[src/logic/xeb_pkg.sv]
package xeb_pkg;

  // ------------------------------------------------------------
  // register map
  // ------------------------------------------------------------
  localparam logic [15:0] XEB_CFG_ADDR     = 16'hfff8;
  localparam logic [7:0]  XEB_CFG_RESET    = 8'h10;
  localparam logic [7:0]  XEB_CFG_WR_MASK  = 8'h37;
  localparam int          XEB_MODE_LSB     = 0;
  localparam int          XEB_WAIT_LSB     = 4;

  // ------------------------------------------------------------
  // bus mode codes
  // ------------------------------------------------------------
  localparam logic [2:0] XEB_MODE_SC_IN   = 3'h0;
  localparam logic [2:0] XEB_MODE_SC_OUT  = 3'h1;
  localparam logic [2:0] XEB_MODE_256     = 3'h3;
  localparam logic [2:0] XEB_MODE_4K      = 3'h4;
  localparam logic [2:0] XEB_MODE_16K     = 3'h5;
  localparam logic [2:0] XEB_MODE_FULL    = 3'h7;

  // ------------------------------------------------------------
  // wait codes
  // ------------------------------------------------------------
  localparam logic [1:0] XEB_WAIT_NONE    = 2'h0;
  localparam logic [1:0] XEB_WAIT_ONE     = 2'h1;
  localparam logic [1:0] XEB_WAIT_PIN     = 2'h3;

  // ------------------------------------------------------------
  // expansion spans and cycle timing
  // ------------------------------------------------------------
  localparam logic [16:0] XEB_SPAN_256    = 17'h00100;
  localparam logic [16:0] XEB_SPAN_4K     = 17'h01000;
  localparam logic [16:0] XEB_SPAN_16K    = 17'h04000;
  localparam logic [16:0] XEB_SPAN_FULL   = 17'h10000;
  localparam logic [1:0]  XEB_ADDR_CYC    = 2'h2;
  localparam logic [1:0]  XEB_LATCH_CYC   = 2'h1;
  localparam logic [1:0]  XEB_STROBE_CYC  = 2'h3;

  // upper port 6 pin positions
  localparam int XEB_PIN_RD   = 0;
  localparam int XEB_PIN_WR   = 1;
  localparam int XEB_PIN_WAIT = 2;
  localparam int XEB_PIN_ADDRESS_LATCH_STROBE = 3;

  typedef enum logic [2:0] {
    XEB_ST_IDLE,
    XEB_ST_ADDR,
    XEB_ST_LATCH,
    XEB_ST_STROBE,
    XEB_ST_WAIT1,
    XEB_ST_EXTW,
    XEB_ST_END
  } xeb_state_t;

endpackage : xeb_pkg

[src/logic/xeb_sync_if.sv]
`timescale 1ns/1ps
interface xeb_sync_if #(parameter int W = 9);
  logic [W-1:0] raw;
  logic [W-1:0] clean;
  modport user (output raw, input clean);
  modport sync (input raw, output clean);
endinterface : xeb_sync_if

[src/logic/xeb_bus.sv]
`timescale 1ns/1ps
module xeb_bus
  import xeb_pkg::*;
#(
  parameter logic [16:0] P_ROM_END  = 17'h08000,
  parameter logic [16:0] P_INT_BASE = 17'h0f800
) (
  // clock and reset
  input  wire logic        i_ref_clk,
  input  wire logic        i_clk_en,
  input  wire logic        i_reset,
  // cpu access port
  input  wire logic        i_cpu_req,
  input  wire logic [15:0] i_cpu_addr,
  input  wire logic [7:0]  i_cpu_wdata,
  input  wire logic        i_cpu_we,
  input  wire logic        i_cpu_rmw,
  output logic             o_cpu_ack,
  output logic [7:0]       o_cpu_rdata,
  output logic             o_cpu_ext,
  output logic [7:0]       o_cfg,
  // port latches from the port logic
  input  wire logic [7:0]  i_p4_latch,
  input  wire logic [7:0]  i_p5_latch,
  input  wire logic [7:0]  i_p5_dir,
  input  wire logic [3:0]  i_p6u_latch,
  input  wire logic [3:0]  i_p6u_dir,
  input  wire logic [3:0]  i_p6l_latch,
  input  wire logic [3:0]  i_p6l_dir,
  // pins
  input  wire logic [7:0]  i_p4_in,
  output logic [7:0]       o_p4_out,
  output logic [7:0]       o_p4_oe,
  output logic [7:0]       o_p5_out,
  output logic [7:0]       o_p5_oe,
  input  wire logic [3:0]  i_p6u_in,
  output logic [3:0]       o_p6u_out,
  output logic [3:0]       o_p6u_oe,
  output logic [3:0]       o_p6l_out,
  output logic [3:0]       o_p6l_oe
);

  // ------------------------------------------------------------
  // decode functions
  // ------------------------------------------------------------
  function automatic logic f_expansion(input logic [2:0] m);
    f_expansion = (m == XEB_MODE_256) || (m == XEB_MODE_4K) ||
                  (m == XEB_MODE_16K) || (m == XEB_MODE_FULL);
  endfunction : f_expansion

  function automatic logic [7:0] f_hi_mask(input logic [2:0] m);
    case (m)
      XEB_MODE_4K:   f_hi_mask = 8'h0f;
      XEB_MODE_16K:  f_hi_mask = 8'h3f;
      XEB_MODE_FULL: f_hi_mask = 8'hff;
      default:       f_hi_mask = 8'h00;
    endcase
  endfunction : f_hi_mask

  function automatic logic f_is_ext(input logic [2:0] m,
                                    input logic [15:0] a);
    logic [16:0] span;
    logic [16:0] a17;
    span = 17'h00000;
    a17  = {1'b0, a};
    case (m)
      XEB_MODE_256:  span = XEB_SPAN_256;
      XEB_MODE_4K:   span = XEB_SPAN_4K;
      XEB_MODE_16K:  span = XEB_SPAN_16K;
      XEB_MODE_FULL: span = XEB_SPAN_FULL;
      default:       span = 17'h00000;
    endcase
    // internal rom below, internal ram/sfr/reserved above
    f_is_ext = f_expansion(m) && (a17 >= P_ROM_END) &&
               (a17 < P_INT_BASE) &&
               ({1'b0, a17} < ({1'b0, P_ROM_END} + {1'b0, span}));
  endfunction : f_is_ext

  // ------------------------------------------------------------
  // pin input synchroniser
  // ------------------------------------------------------------
  xeb_sync_if #(.W(9)) sif ();
  assign sif.raw = {i_p6u_in[XEB_PIN_WAIT], i_p4_in};

  xeb_sync #(.W(9)) u_sync (
    .i_ref_clk (i_ref_clk),
    .i_clk_en  (i_clk_en),
    .i_reset   (i_reset),
    .s         (sif)
  );

  logic [7:0] p4_sync;
  logic       wait_n_sync;
  assign p4_sync     = sif.clean[7:0];
  assign wait_n_sync = sif.clean[8];

  // ------------------------------------------------------------
  // state
  // ------------------------------------------------------------
  xeb_state_t  state_reg;
  logic [1:0]  cnt_reg;
  logic [15:0] addr_reg;
  logic [7:0]  wdata_reg;
  logic        we_reg;
  logic        rmw_reg;
  logic        wphase_reg;
  logic        ext_reg;
  logic [7:0]  cfg_reg;
  logic [2:0]  mode;
  logic [1:0]  wmode;

  assign mode  = cfg_reg[XEB_MODE_LSB +: 3];
  assign wmode = cfg_reg[XEB_WAIT_LSB +: 2];

  // ------------------------------------------------------------
  // cycle sequencer
  // ------------------------------------------------------------
  always_ff @(posedge i_ref_clk) begin
    if (i_reset) begin
      state_reg <= XEB_ST_IDLE;
      cnt_reg   <= 2'h0;
    end else if (i_clk_en) begin
      case (state_reg)
        XEB_ST_IDLE: begin
          if (i_cpu_req) begin
            if (f_expansion(mode)) begin
              state_reg <= XEB_ST_ADDR;
              cnt_reg   <= XEB_ADDR_CYC - 2'h1;
            end else begin
              state_reg <= XEB_ST_END;
            end
          end
        end
        XEB_ST_ADDR: begin
          if (cnt_reg == 2'h0) begin
            state_reg <= XEB_ST_LATCH;
            cnt_reg   <= XEB_LATCH_CYC - 2'h1;
          end else begin
            cnt_reg <= cnt_reg - 2'h1;
          end
        end
        XEB_ST_LATCH: begin
          if (cnt_reg != 2'h0) begin
            cnt_reg <= cnt_reg - 2'h1;
          end else if (ext_reg) begin
            state_reg <= XEB_ST_STROBE;
            cnt_reg   <= XEB_STROBE_CYC - 2'h1;
          end else begin
            state_reg <= XEB_ST_END;
          end
        end
        XEB_ST_STROBE: begin
          if (cnt_reg != 2'h0) begin
            cnt_reg <= cnt_reg - 2'h1;
          end else if (wmode == XEB_WAIT_ONE) begin
            state_reg <= XEB_ST_WAIT1;
          end else if (wmode == XEB_WAIT_PIN) begin
            state_reg <= XEB_ST_EXTW;
          end else begin
            state_reg <= XEB_ST_END;
          end
        end
        XEB_ST_WAIT1: state_reg <= XEB_ST_END;
        XEB_ST_EXTW: begin
          if (wait_n_sync) begin
            state_reg <= XEB_ST_END;
          end
        end
        XEB_ST_END: begin
          if (ext_reg && rmw_reg && !wphase_reg) begin
            state_reg <= XEB_ST_STROBE;
            cnt_reg   <= XEB_STROBE_CYC - 2'h1;
          end else begin
            state_reg <= XEB_ST_IDLE;
          end
        end
        default: state_reg <= XEB_ST_IDLE;
      endcase
    end
  end

  // ------------------------------------------------------------
  // access capture
  // ------------------------------------------------------------
  always_ff @(posedge i_ref_clk) begin
    if (i_reset) begin
      addr_reg   <= 16'h0000;
      wdata_reg  <= 8'h00;
      we_reg     <= 1'b0;
      rmw_reg    <= 1'b0;
      wphase_reg <= 1'b0;
      ext_reg    <= 1'b0;
    end else if (i_clk_en) begin
      if (state_reg == XEB_ST_IDLE && i_cpu_req) begin
        addr_reg   <= i_cpu_addr;
        wdata_reg  <= i_cpu_wdata;
        we_reg     <= i_cpu_we;
        rmw_reg    <= i_cpu_rmw;
        wphase_reg <= i_cpu_we && !i_cpu_rmw;
        ext_reg    <= f_is_ext(mode, i_cpu_addr);
      end else if (state_reg == XEB_ST_END && rmw_reg) begin
        wphase_reg <= 1'b1;
      end
    end
  end

  // ------------------------------------------------------------
  // configuration register and cpu answer
  // ------------------------------------------------------------
  logic cfg_hit;
  assign cfg_hit = !ext_reg && (addr_reg == XEB_CFG_ADDR);

  always_ff @(posedge i_ref_clk) begin
    if (i_reset) begin
      cfg_reg <= XEB_CFG_RESET;
    end else if (i_clk_en && state_reg == XEB_ST_END && cfg_hit &&
                 (we_reg || rmw_reg)) begin
      cfg_reg <= wdata_reg & XEB_CFG_WR_MASK;
    end
  end

  logic done;
  assign done = (state_reg == XEB_ST_END) &&
                !(ext_reg && rmw_reg && !wphase_reg);

  always_ff @(posedge i_ref_clk) begin
    if (i_reset) begin
      o_cpu_ack   <= 1'b0;
      o_cpu_rdata <= 8'h00;
      o_cpu_ext   <= 1'b0;
      o_cfg       <= XEB_CFG_RESET;
    end else if (i_clk_en) begin
      o_cpu_ack <= done;
      o_cfg     <= cfg_reg;
      if (state_reg == XEB_ST_END && !wphase_reg) begin
        o_cpu_ext <= ext_reg;
        if (ext_reg) begin
          o_cpu_rdata <= p4_sync;
        end else if (cfg_hit) begin
          o_cpu_rdata <= cfg_reg;
        end else begin
          o_cpu_rdata <= 8'h00;
        end
      end else if (done) begin
        o_cpu_ext <= ext_reg;
      end
    end
  end

  // ------------------------------------------------------------
  // pin drive
  // ------------------------------------------------------------
  logic       in_cycle;
  logic       strobing;
  logic       drive_wdata;
  logic [7:0] hi_mask;
  assign in_cycle    = (state_reg != XEB_ST_IDLE);
  assign strobing    = ext_reg && ((state_reg == XEB_ST_STROBE) ||
                       (state_reg == XEB_ST_WAIT1) ||
                       (state_reg == XEB_ST_EXTW));
  assign drive_wdata = ext_reg && wphase_reg &&
                       (strobing || state_reg == XEB_ST_END);
  assign hi_mask     = f_hi_mask(mode);

  always_ff @(posedge i_ref_clk) begin
    if (i_reset) begin
      o_p4_out  <= 8'h00;
      o_p4_oe   <= 8'h00;
      o_p5_out  <= 8'h00;
      o_p5_oe   <= 8'h00;
      o_p6u_out <= 4'h0;
      o_p6u_oe  <= 4'h0;
      o_p6l_out <= 4'h0;
      o_p6l_oe  <= 4'h0;
    end else if (i_clk_en) begin
      o_p6l_out <= i_p6l_latch;
      o_p6l_oe  <= i_p6l_dir;
      if (!f_expansion(mode)) begin
        o_p4_out <= i_p4_latch;
        o_p4_oe  <= (mode == XEB_MODE_SC_OUT) ? 8'hff : 8'h00;
        o_p5_out <= i_p5_latch;
        o_p5_oe  <= i_p5_dir;
        o_p6u_out <= i_p6u_latch;
        o_p6u_oe  <= i_p6u_dir;
      end else begin
        // data pins carry the low address byte, driven, on internal cycles
        if (drive_wdata || (ext_reg && rmw_reg &&
            state_reg == XEB_ST_END)) begin
          o_p4_out <= wdata_reg;
          o_p4_oe  <= 8'hff;
        end else if (strobing) begin
          o_p4_out <= addr_reg[7:0];
          o_p4_oe  <= 8'h00;
        end else begin
          o_p4_out <= addr_reg[7:0];
          o_p4_oe  <= 8'hff;
        end
        o_p5_out <= (addr_reg[15:8] & hi_mask) |
                    (i_p5_latch & ~hi_mask);
        o_p5_oe  <= hi_mask | (i_p5_dir & ~hi_mask);
        o_p6u_out[XEB_PIN_RD] <= !(strobing && !wphase_reg);
        o_p6u_out[XEB_PIN_WR] <= !(strobing && wphase_reg);
        o_p6u_out[XEB_PIN_ADDRESS_LATCH_STROBE] <= (state_reg == XEB_ST_ADDR);
        o_p6u_oe[XEB_PIN_RD]    <= 1'b1;
        o_p6u_oe[XEB_PIN_WR]    <= 1'b1;
        o_p6u_oe[XEB_PIN_ADDRESS_LATCH_STROBE]  <= 1'b1;
        if (wmode == XEB_WAIT_PIN) begin
          o_p6u_out[XEB_PIN_WAIT] <= 1'b0;
          o_p6u_oe[XEB_PIN_WAIT]  <= 1'b0;
        end else begin
          o_p6u_out[XEB_PIN_WAIT] <= i_p6u_latch[XEB_PIN_WAIT];
          o_p6u_oe[XEB_PIN_WAIT]  <= i_p6u_dir[XEB_PIN_WAIT];
        end
      end
    end
  end
endmodule : xeb_bus

[src/logic/xeb_sync.sv]
`timescale 1ns/1ps
module xeb_sync
  import xeb_pkg::*;
#(
  parameter int W = 9
) (
  // clock and reset
  input  wire logic i_ref_clk,
  input  wire logic i_clk_en,
  input  wire logic i_reset,
  // pins in, synchronised out
  xeb_sync_if.sync  s
);

  logic [W-1:0] meta_reg;
  logic [W-1:0] clean_reg;

  // two stages; the first is read by the second only
  always_ff @(posedge i_ref_clk) begin
    if (i_reset) begin
      meta_reg  <= '0;
      clean_reg <= '0;
    end else if (i_clk_en) begin
      meta_reg  <= s.raw;
      clean_reg <= meta_reg;
    end
  end

  assign s.clean = clean_reg;

endmodule : xeb_sync

[config.mk]
export PLATFORM = sky130hd
export DESIGN_NAME = xeb_bus
export DESIGN_NICKNAME = d
export VERILOG_FILES = /design/src/logic/xeb_pkg.sv /design/src/logic/xeb_sync_if.sv /design/src/logic/xeb_bus.sv /design/src/logic/xeb_sync.sv
export SDC_FILE = /design/constraint.sdc
export NUM_CORES = 1
export LEC_CHECK = 0
export BUFFER_PORTS_ARGS = -buffer_cell sky130_fd_sc_hd__buf_2
export CELL_PAD_IN_SITES_DETAIL_PLACEMENT = 1
export CELL_PAD_IN_SITES_GLOBAL_PLACEMENT = 2
export CORE_MARGIN = 4
export CORE_UTILIZATION = 27
export DETAILED_ROUTE_END_ITERATION = 12
export HOLD_SLACK_MARGIN = 0.05
export PLACE_DENSITY_LB_ADDON = 0.1
export SETUP_SLACK_MARGIN = 0.1
export SYNTH_ARGS = -nofsm -noshare
export SYNTH_HDL_FRONTEND = slang
export SYNTH_SLANG_ARGS = --single-unit
[constraint.sdc]
create_clock -name i_ref_clk -period 1.7 [get_ports i_ref_clk]
set_clock_uncertainty 0.05 [all_clocks]
set_input_delay 0.17 -clock i_ref_clk [delete_from_list [all_inputs] [get_ports i_ref_clk]]
set_output_delay 0.17 -clock i_ref_clk [all_outputs]
set_load 0.01 [all_outputs]
# Yosys cells after proc, flatten, opt, wreduce, memory -nomap -nowiden
# Cells that the tools add are included.
[word_totals]
register_bits = 119
latchBits = 0
ram_bits = 0
romBits = 0
out_inout_bits = 66
n_memories = 0
[op_classes]
add_sub_neg = 2
n_mul = 0
div_mod_pow = 0
n_lt_le_gt_ge = 3
n_eq_ne = 23
shifts = 0
muxes = 42
bitwise = 6
reduce_logical = 46
[op_table]
columns = ["op", "count"]
rows = [
  ["$mux W8", 9],
  ["$pmux W17 S4", 1],
  ["$mux W17", 3],
  ["$and A8 B8 Y8", 3],
  ["$pmux W8 S3", 1],
  ["$mux W3", 7],
  ["$pmux W3 S7", 1],
  ["$logic_and A1 B1 Y1", 20],
  ["$mux W2", 10],
  ["$add A16 B17 Y18 const A", 1],
  ["$eq A3 B3 Y1 const B", 6],
  ["$lt A16 B18 Y1", 1],
  ["$eq A16 B16 Y1 const B", 1],
  ["$ge A16 B16 Y1 const B", 1],
  ["$lt A16 B16 Y1 const B", 1],
  ["$or A8 B8 Y8", 2],
  ["$ne A2 B2 Y1 const B", 6],
  ["$pmux W2 S5", 1],
  ["$eq A3 B2 Y1 const B", 3],
  ["$logic_or A1 B1 Y1", 8],
  ["$mux W4", 2],
  ["$not A8 Y8", 1],
  ["$reduce_and A2 Y1", 4],
  ["$reduce_and A7 Y1", 1],
  ["other kinds (14)", 28],
]

# Depth between registers and ports, before layout
[logic_depth]
word_depth = 9
ltp_mapped = 9
mapped_depth_nobuf = 8

# Hierarchy
# From an unflattened synthesis, not the netlist that was laid out.
[unflattened]
hier_cells = 591
hier_area_um2 = 5069.9
[modules_own_cells]
columns = ["mod", "n_inst", "cells_per_inst", "area_per_inst_um2", "seq_area_each_um2"]
rows = [
  ["xeb_bus", 1, 533, 4420.5, 1881.8],
  ["xeb_sync", 1, 58, 649.4, 360.3],
]

# Least setup slack after synthesis
# OpenSTA, ideal clock, no wires.
[synth_path]
kind = "reg-to-reg"
startpoint = "reg cfg_reg[0]"
endpoint = "reg ext_reg"
setup_time_ns = 0.101
t_arrival_ns = 1.709
required_ns = 1.549
slack_ns = -0.160
path_stages_with_launch = 10
period_less_slack_ns = 1.860
cell_sequence = "dfxtp_1 clkbuf_1 clkbuf_1 nand2b_1 ha_1 o31ai_1 nand2_1 a21oi_1 nor2_1 o41ai_1"
[synth_via]
elab_chain_len = 8
[synth_rtl]
columns = ["item", "line", "text"]
rows = [
  ["start, declared", "xeb_bus.sv:108", "logic [7:0] cfg_reg;"],
  ["start signal, assigned", "xeb_bus.sv:218", "cfg_reg <= wdata_reg & XEB_CFG_WR_MASK;"],
  ["$eq A3 B3 Y1, or another cell as far along", "xeb_bus.sv:48, xeb_bus.sv:66", ""],
  ["$pmux W17 S4", "xeb_bus.sv:66", "case (m)"],
  ["$mux W17", "xeb_bus.sv:194", "if (state_reg == XEB_ST_IDLE && i_cpu_req) begin"],
  ["$mux W17", "xeb_bus.sv:193", "end else if (i_clk_en) begin"],
  ["$mux W17", "xeb_bus.sv:186", "if (i_reset) begin"],
  ["$add A16 B17 Y18", "xeb_bus.sv:76", "({1'b0, a17} < ({1'b0, P_ROM_END} + {1'b0, span}));"],
  ["$lt A16 B18 Y1", "xeb_bus.sv:76", ""],
  ["$logic_and A1 B1 Y1 (*)", "xeb_bus.sv:75", "(a17 < P_INT_BASE) &&"],
  ["end signal, assigned", "xeb_bus.sv:200", "ext_reg <= f_is_ext(mode, i_cpu_addr);"],
  ["end, declared", "xeb_bus.sv:107", "logic ext_reg;"],
]
# Mark *: on every way between the ends. The rest lies on a longest branch, timed or not. The select of a mux whose other input is x is not followed.
# A chain may end at the register's enable or synchronous reset.

# Worst setup path in the final report
[layout_path]
startpoint = "reg state_reg[0]"
endpoint = "reg o_p4_out[6]"
[layout_via]
elab_chain_len = 9
[layout_rtl]
columns = ["item", "line", "text"]
rows = [
  ["start, declared", "xeb_bus.sv:100", "xeb_state_t state_reg;"],
  ["start signal, assigned", "xeb_bus.sv:120", "state_reg <= XEB_ST_IDLE;"],
  ["start signal, assigned", "xeb_bus.sv:127", "state_reg <= XEB_ST_ADDR;"],
  ["start signal, assigned", "xeb_bus.sv:130", "state_reg <= XEB_ST_END;"],
  ["$eq A3 B2 Y1 / $eq A3 B3 Y1 (equally long branches)", "xeb_bus.sv:258, xeb_bus.sv:259", ""],
  ["$logic_or A1 B1 Y1", "xeb_bus.sv:258", "assign strobing = ext_reg && ((state_reg == XEB_ST_STROBE) ||"],
  ["$logic_or A1 B1 Y1", "xeb_bus.sv:259", "(state_reg == XEB_ST_WAIT1) ||"],
  ["$logic_and A1 B1 Y1", "xeb_bus.sv:258", ""],
  ["$logic_or A1 B1 Y1", "xeb_bus.sv:262", "(strobing || state_reg == XEB_ST_END);"],
  ["$logic_and A1 B1 Y1", "xeb_bus.sv:261", "assign drive_wdata = ext_reg && wphase_reg &&"],
  ["$logic_or A1 B1 Y1 (*)", "xeb_bus.sv:287", "if (drive_wdata || (ext_reg && rmw_reg &&"],
  ["$mux W8 (*)", "xeb_bus.sv:287", ""],
  ["$mux W8 (*)", "xeb_bus.sv:278", "if (!f_expansion(mode)) begin"],
  ["end signal, assigned", "xeb_bus.sv:279", "o_p4_out <= i_p4_latch;"],
  ["end signal, assigned", "xeb_bus.sv:289", "o_p4_out <= wdata_reg;"],
  ["end signal, assigned", "xeb_bus.sv:292", "o_p4_out <= addr_reg[7:0];"],
  ["end, declared", "xeb_bus.sv:32", "output logic [7:0] o_p4_out,"],
]
# Mark *: on every way between the ends. The rest lies on a longest branch, timed or not.

==> results.py <==
metrics = {
    "logic_synthesis": {
        "synthDistinctLibCells": 49,
        "async_reset_ff_frac": 0,
        "synth_mux_area_frac": 0.104,
        "syn_avg_cell_area_um2": 8.55,
        "synth-compound-area-share": 0.151,
        "yosysWarnings": 0,
        "synth_xor_area_frac": 0,
        "synthSimpleGateAreaFrac": 0.223,
        "syn_inst": 584,
        "synth_enable_flop_cells": 0,
        "synth_top_family_by_area": "simple AND/OR/NAND/NOR gates",
        "synth-main-ff-cell": "dfxtp_1",
        "synth_fa_ha_area_frac": 0.0125,
        "netlist_area_mm2": 0.00499,
        "synth-seq-cells": 112,
        "seq_area_frac_synth": 0.449,
    },
    "drt": {
        "drt-total-wl_um": 17800,
        "vias": 4932,
        "wl_per_cell_um": 17.3,
        "ant_nets": 0,
        "drc": 0,
        "drt_pre_antenna_iters": 4,
        "drtIter0Drc": 251,
        "vias_per_cell": 4.78,
    },
    "layout": {
        "regArea_mm2": 0.00226,
        "multi_input_area_mm2": 0.00267,
        "fillers": 2125,
        "final_nets": 884,
        "mostFrequentLayoutCells": "buf_2 (139), dfxtp_1 (103), nand2_1 (87)",
        "antenna_cells": 0,
        "area_growth_syn_to_layout_pct": 50.0,
        "largest_reg_flops": 16,
        "drive_above_1_share": 0.353,
        "final_common_cell": "buf_2",
    },
    "power_and_ir_drop": {
        "p_int_mw": 4.86,
        "p_seq_frac": 0.439,
        "p_comb_frac": 0.147,
        "power_switching_mw": 1.60,
        "p_clk_frac": 0.414,
        "swShare": 0.247,
        "power_leakage_nw": 3.35,
        "power_density_mw_per_mm2": 863,
        "ir_worst_vdd_uv": 478,
    },
    "cts": {
        "clk_pin_slew_ns": 0.08,
        "cts_buffers": 9,
        "clk_latency_ns": 0.36,
        "htreeDepth": 3,
        "cts_tree": "built",
        "clock_sink_count": 112,
        "cts_buffer_depth": 2,
        "cts_root_buf": "clkbuf_16",
    },
    "setup_path": {
        "worstPathMaxFanout": 8,
        "path_cells": "nand4b_1 -> o31ai_4 -> o21ai_4 -> buf_12 -> mux2_4 -> a211o_1",
        "crit_required_ns": 1.90,
        "path_class": "reg2reg",
        "endpoint_kind": "flop",
        "cp_slowest_cell": "dfxtp_4",
        "crit_arrival_ns": 1.92,
        "critPathMaxStageDelay_ns": 0.41,
        "critPathLaunchType": "flop",
    },
    "placement": {
        "place.port_buffers": 141,
        "gp_congestion": 0.751,
        "dpl.hpwl_um": 11900,
        "pre_cts_slack_ns": -0.128,
    },
    "worst_hold_path": {
        "hold_path_class": "in2reg",
    },
    "die": {
        "placementRows": 49,
        "ioPinCount": 148,
        "die_w_um": 144,
        "initial_core_util": 0.276,
        "die_h_um": 144,
        "core-area_mm2": 0.0181,
        "die_area_mm2": 0.0207,
    },
    "global_route": {
        "antenna_found_initial": 0,
        "grt_pass1_vias": 5118,
        "grt_usage": 0.168,
        "grt_max_degree": 122,
        "grt_pass1_wl_um": 27400,
        "grt.overflow.total": 0,
    },
    "sta": {
        "fin_ws_ns": -0.0231,
        "worst_pin_slew_ns": 0.616,
        "max_clock_freq_ghz": 0.580,
        "max_slew_margin": 0.587,
        "hold_viol_final": 0,
        "period_needed_ns": 1.72,
        "whs_ns": 0.0736,
        "setup_viol_count_final": 10,
        "rsz0062_at_grt": "true",
        "fin_crit_sh": 1.01,
        "finalMaxSlewViolations": 0,
    },
    "job": {
        "maxCapViolations": 0,
    },
    "run_status": {
        "violations": "negative setup slack",
        "outcome": "finished, violations left",
    },
}
-- cell type report --
| type | count | area share |
|---|---|---|
| repair buffers | 254 | 0.250 |
| multi-input cells | 413 | 0.356 |
| clock inverters | 6 | 0.0184 |
| clock buffers | 10 | 0.0319 |
| well taps | 229 | 0.0383 |
| flip-flops and latches | 112 | 0.302 |
| inverters | 7 | 0.00351 |
-- routing by layer --
metal,share of wire,up-vias,global-route usage
met4,0.013,0,0.0525
met2,0.46,121,0.275
met5,0,-,0
met1,0.48,2352,0.227
li1,-,2445,-
met3,0.047,14,0.0266
-- power by group through the flow --
stage / logic (mW) / clock network (mW) / registers (mW)
2_1_floorplan: 0.408 / 0 / 2.91
3_3_place_gp: 0.735 / 0 / 2.89
3_5_place_dp: 0.751 / 0 / 2.90
4_1_cts: 0.868 / 2.75 / 2.84
5_1_grt: 1.04 / 2.86 / 2.86
6_report: 0.948 / 2.68 / 2.84
-- cell usage after synthesis, drive strengths merged, types with 5 or more instances --
| master | n | area [um2] |
|---|---|---|
| a211oi | 13 | 97.6 |
| clkbuf | 23 | 87.6 |
| mux2 | 9 | 128 |
| a311oi | 9 | 78.8 |
| nor3 | 18 | 95.1 |
| dfxtp | 112 | 2240 |
| and3 | 7 | 43.8 |
| ha | 5 | 62.6 |
| nor3b | 8 | 60.1 |
| nand3 | 13 | 70.1 |
| nand2 | 96 | 360 |
| a211o | 10 | 87.6 |
| mux2i | 39 | 390 |
| a221oi | 5 | 43.8 |
| buf | 31 | 185 |
| a21oi | 44 | 220 |
| nor2 | 86 | 323 |
| inv | 6 | 22.5 |
| o21ai | 12 | 75.1 |
-- cell families after synthesis --
| logic type | count (synthesis) |
|---|---|
| other | 1 |
| AOI/OAI and AO/OA | 107 |
| adders and majority gates | 5 |
| DFF | 112 |
| muxes | 48 |
| buffers and inverters | 61 |
| and+or+nand+nor | 250 |
-- per-stage QoR --
stage / TNS [ns] / util / power [mW] / instance area, um2 / instances
after floorplan: -0.116 / - / 3.32 / 5030 / 586
after global routing: -0.985 / 0.414 / 6.76 / 7490 / 1031
after CTS: 0 / 0.396 / 6.46 / 7160 / 1019
after global placement: -0.463 / 0.338 / 3.63 / 6110 / 948
after detailed placement: -1.27 / 0.338 / 3.65 / 6110 / 948
final: -0.155 / 0.414 / 6.46 / 7490 / 1031
-- critical path: cells and delay by family, from the launching register on --
| kind | cells | cell delay, ns |
|---|---|---|
| buffers and inverters | 1 | 0.16 |
| flip-flops | 1 | 0.41 |
| AND/OR/NAND/NOR | 1 | 0.18 |
| multiplexers | 1 | 0.30 |
| AO/OA/AOI/OAI | 3 | 0.52 |
-- path summary, 6_finish.rpt --
path / slack, ns / depth (start not counted) / end / startpoint
hold reg to reg: 0.41 / 2 / o_cpu_rdata[6] / o_cpu_rdata[6]
setup / recovery: -0.02 / 6 / o_p4_out[6] / state_reg[0]
hold / removal: 0.07 / 3 / o_p6u_oe[3] / i_p6u_dir[3]
setup reg to reg: -0.02 / 6 / o_p4_out[6] / state_reg[0]
-- what timing repair did --
action / CTS / global route
cloned: 0 / 3
pin swaps: 10 / 13
endpoints found under the setup margin: 60 / 59
hold endpoints to repair: 53 / 0
hold buffers: 52 / 0
buffers inserted: 3 / 9
gates resized for setup: 36 / 53
Note: power is estimated with default switching activity, not from simulation.
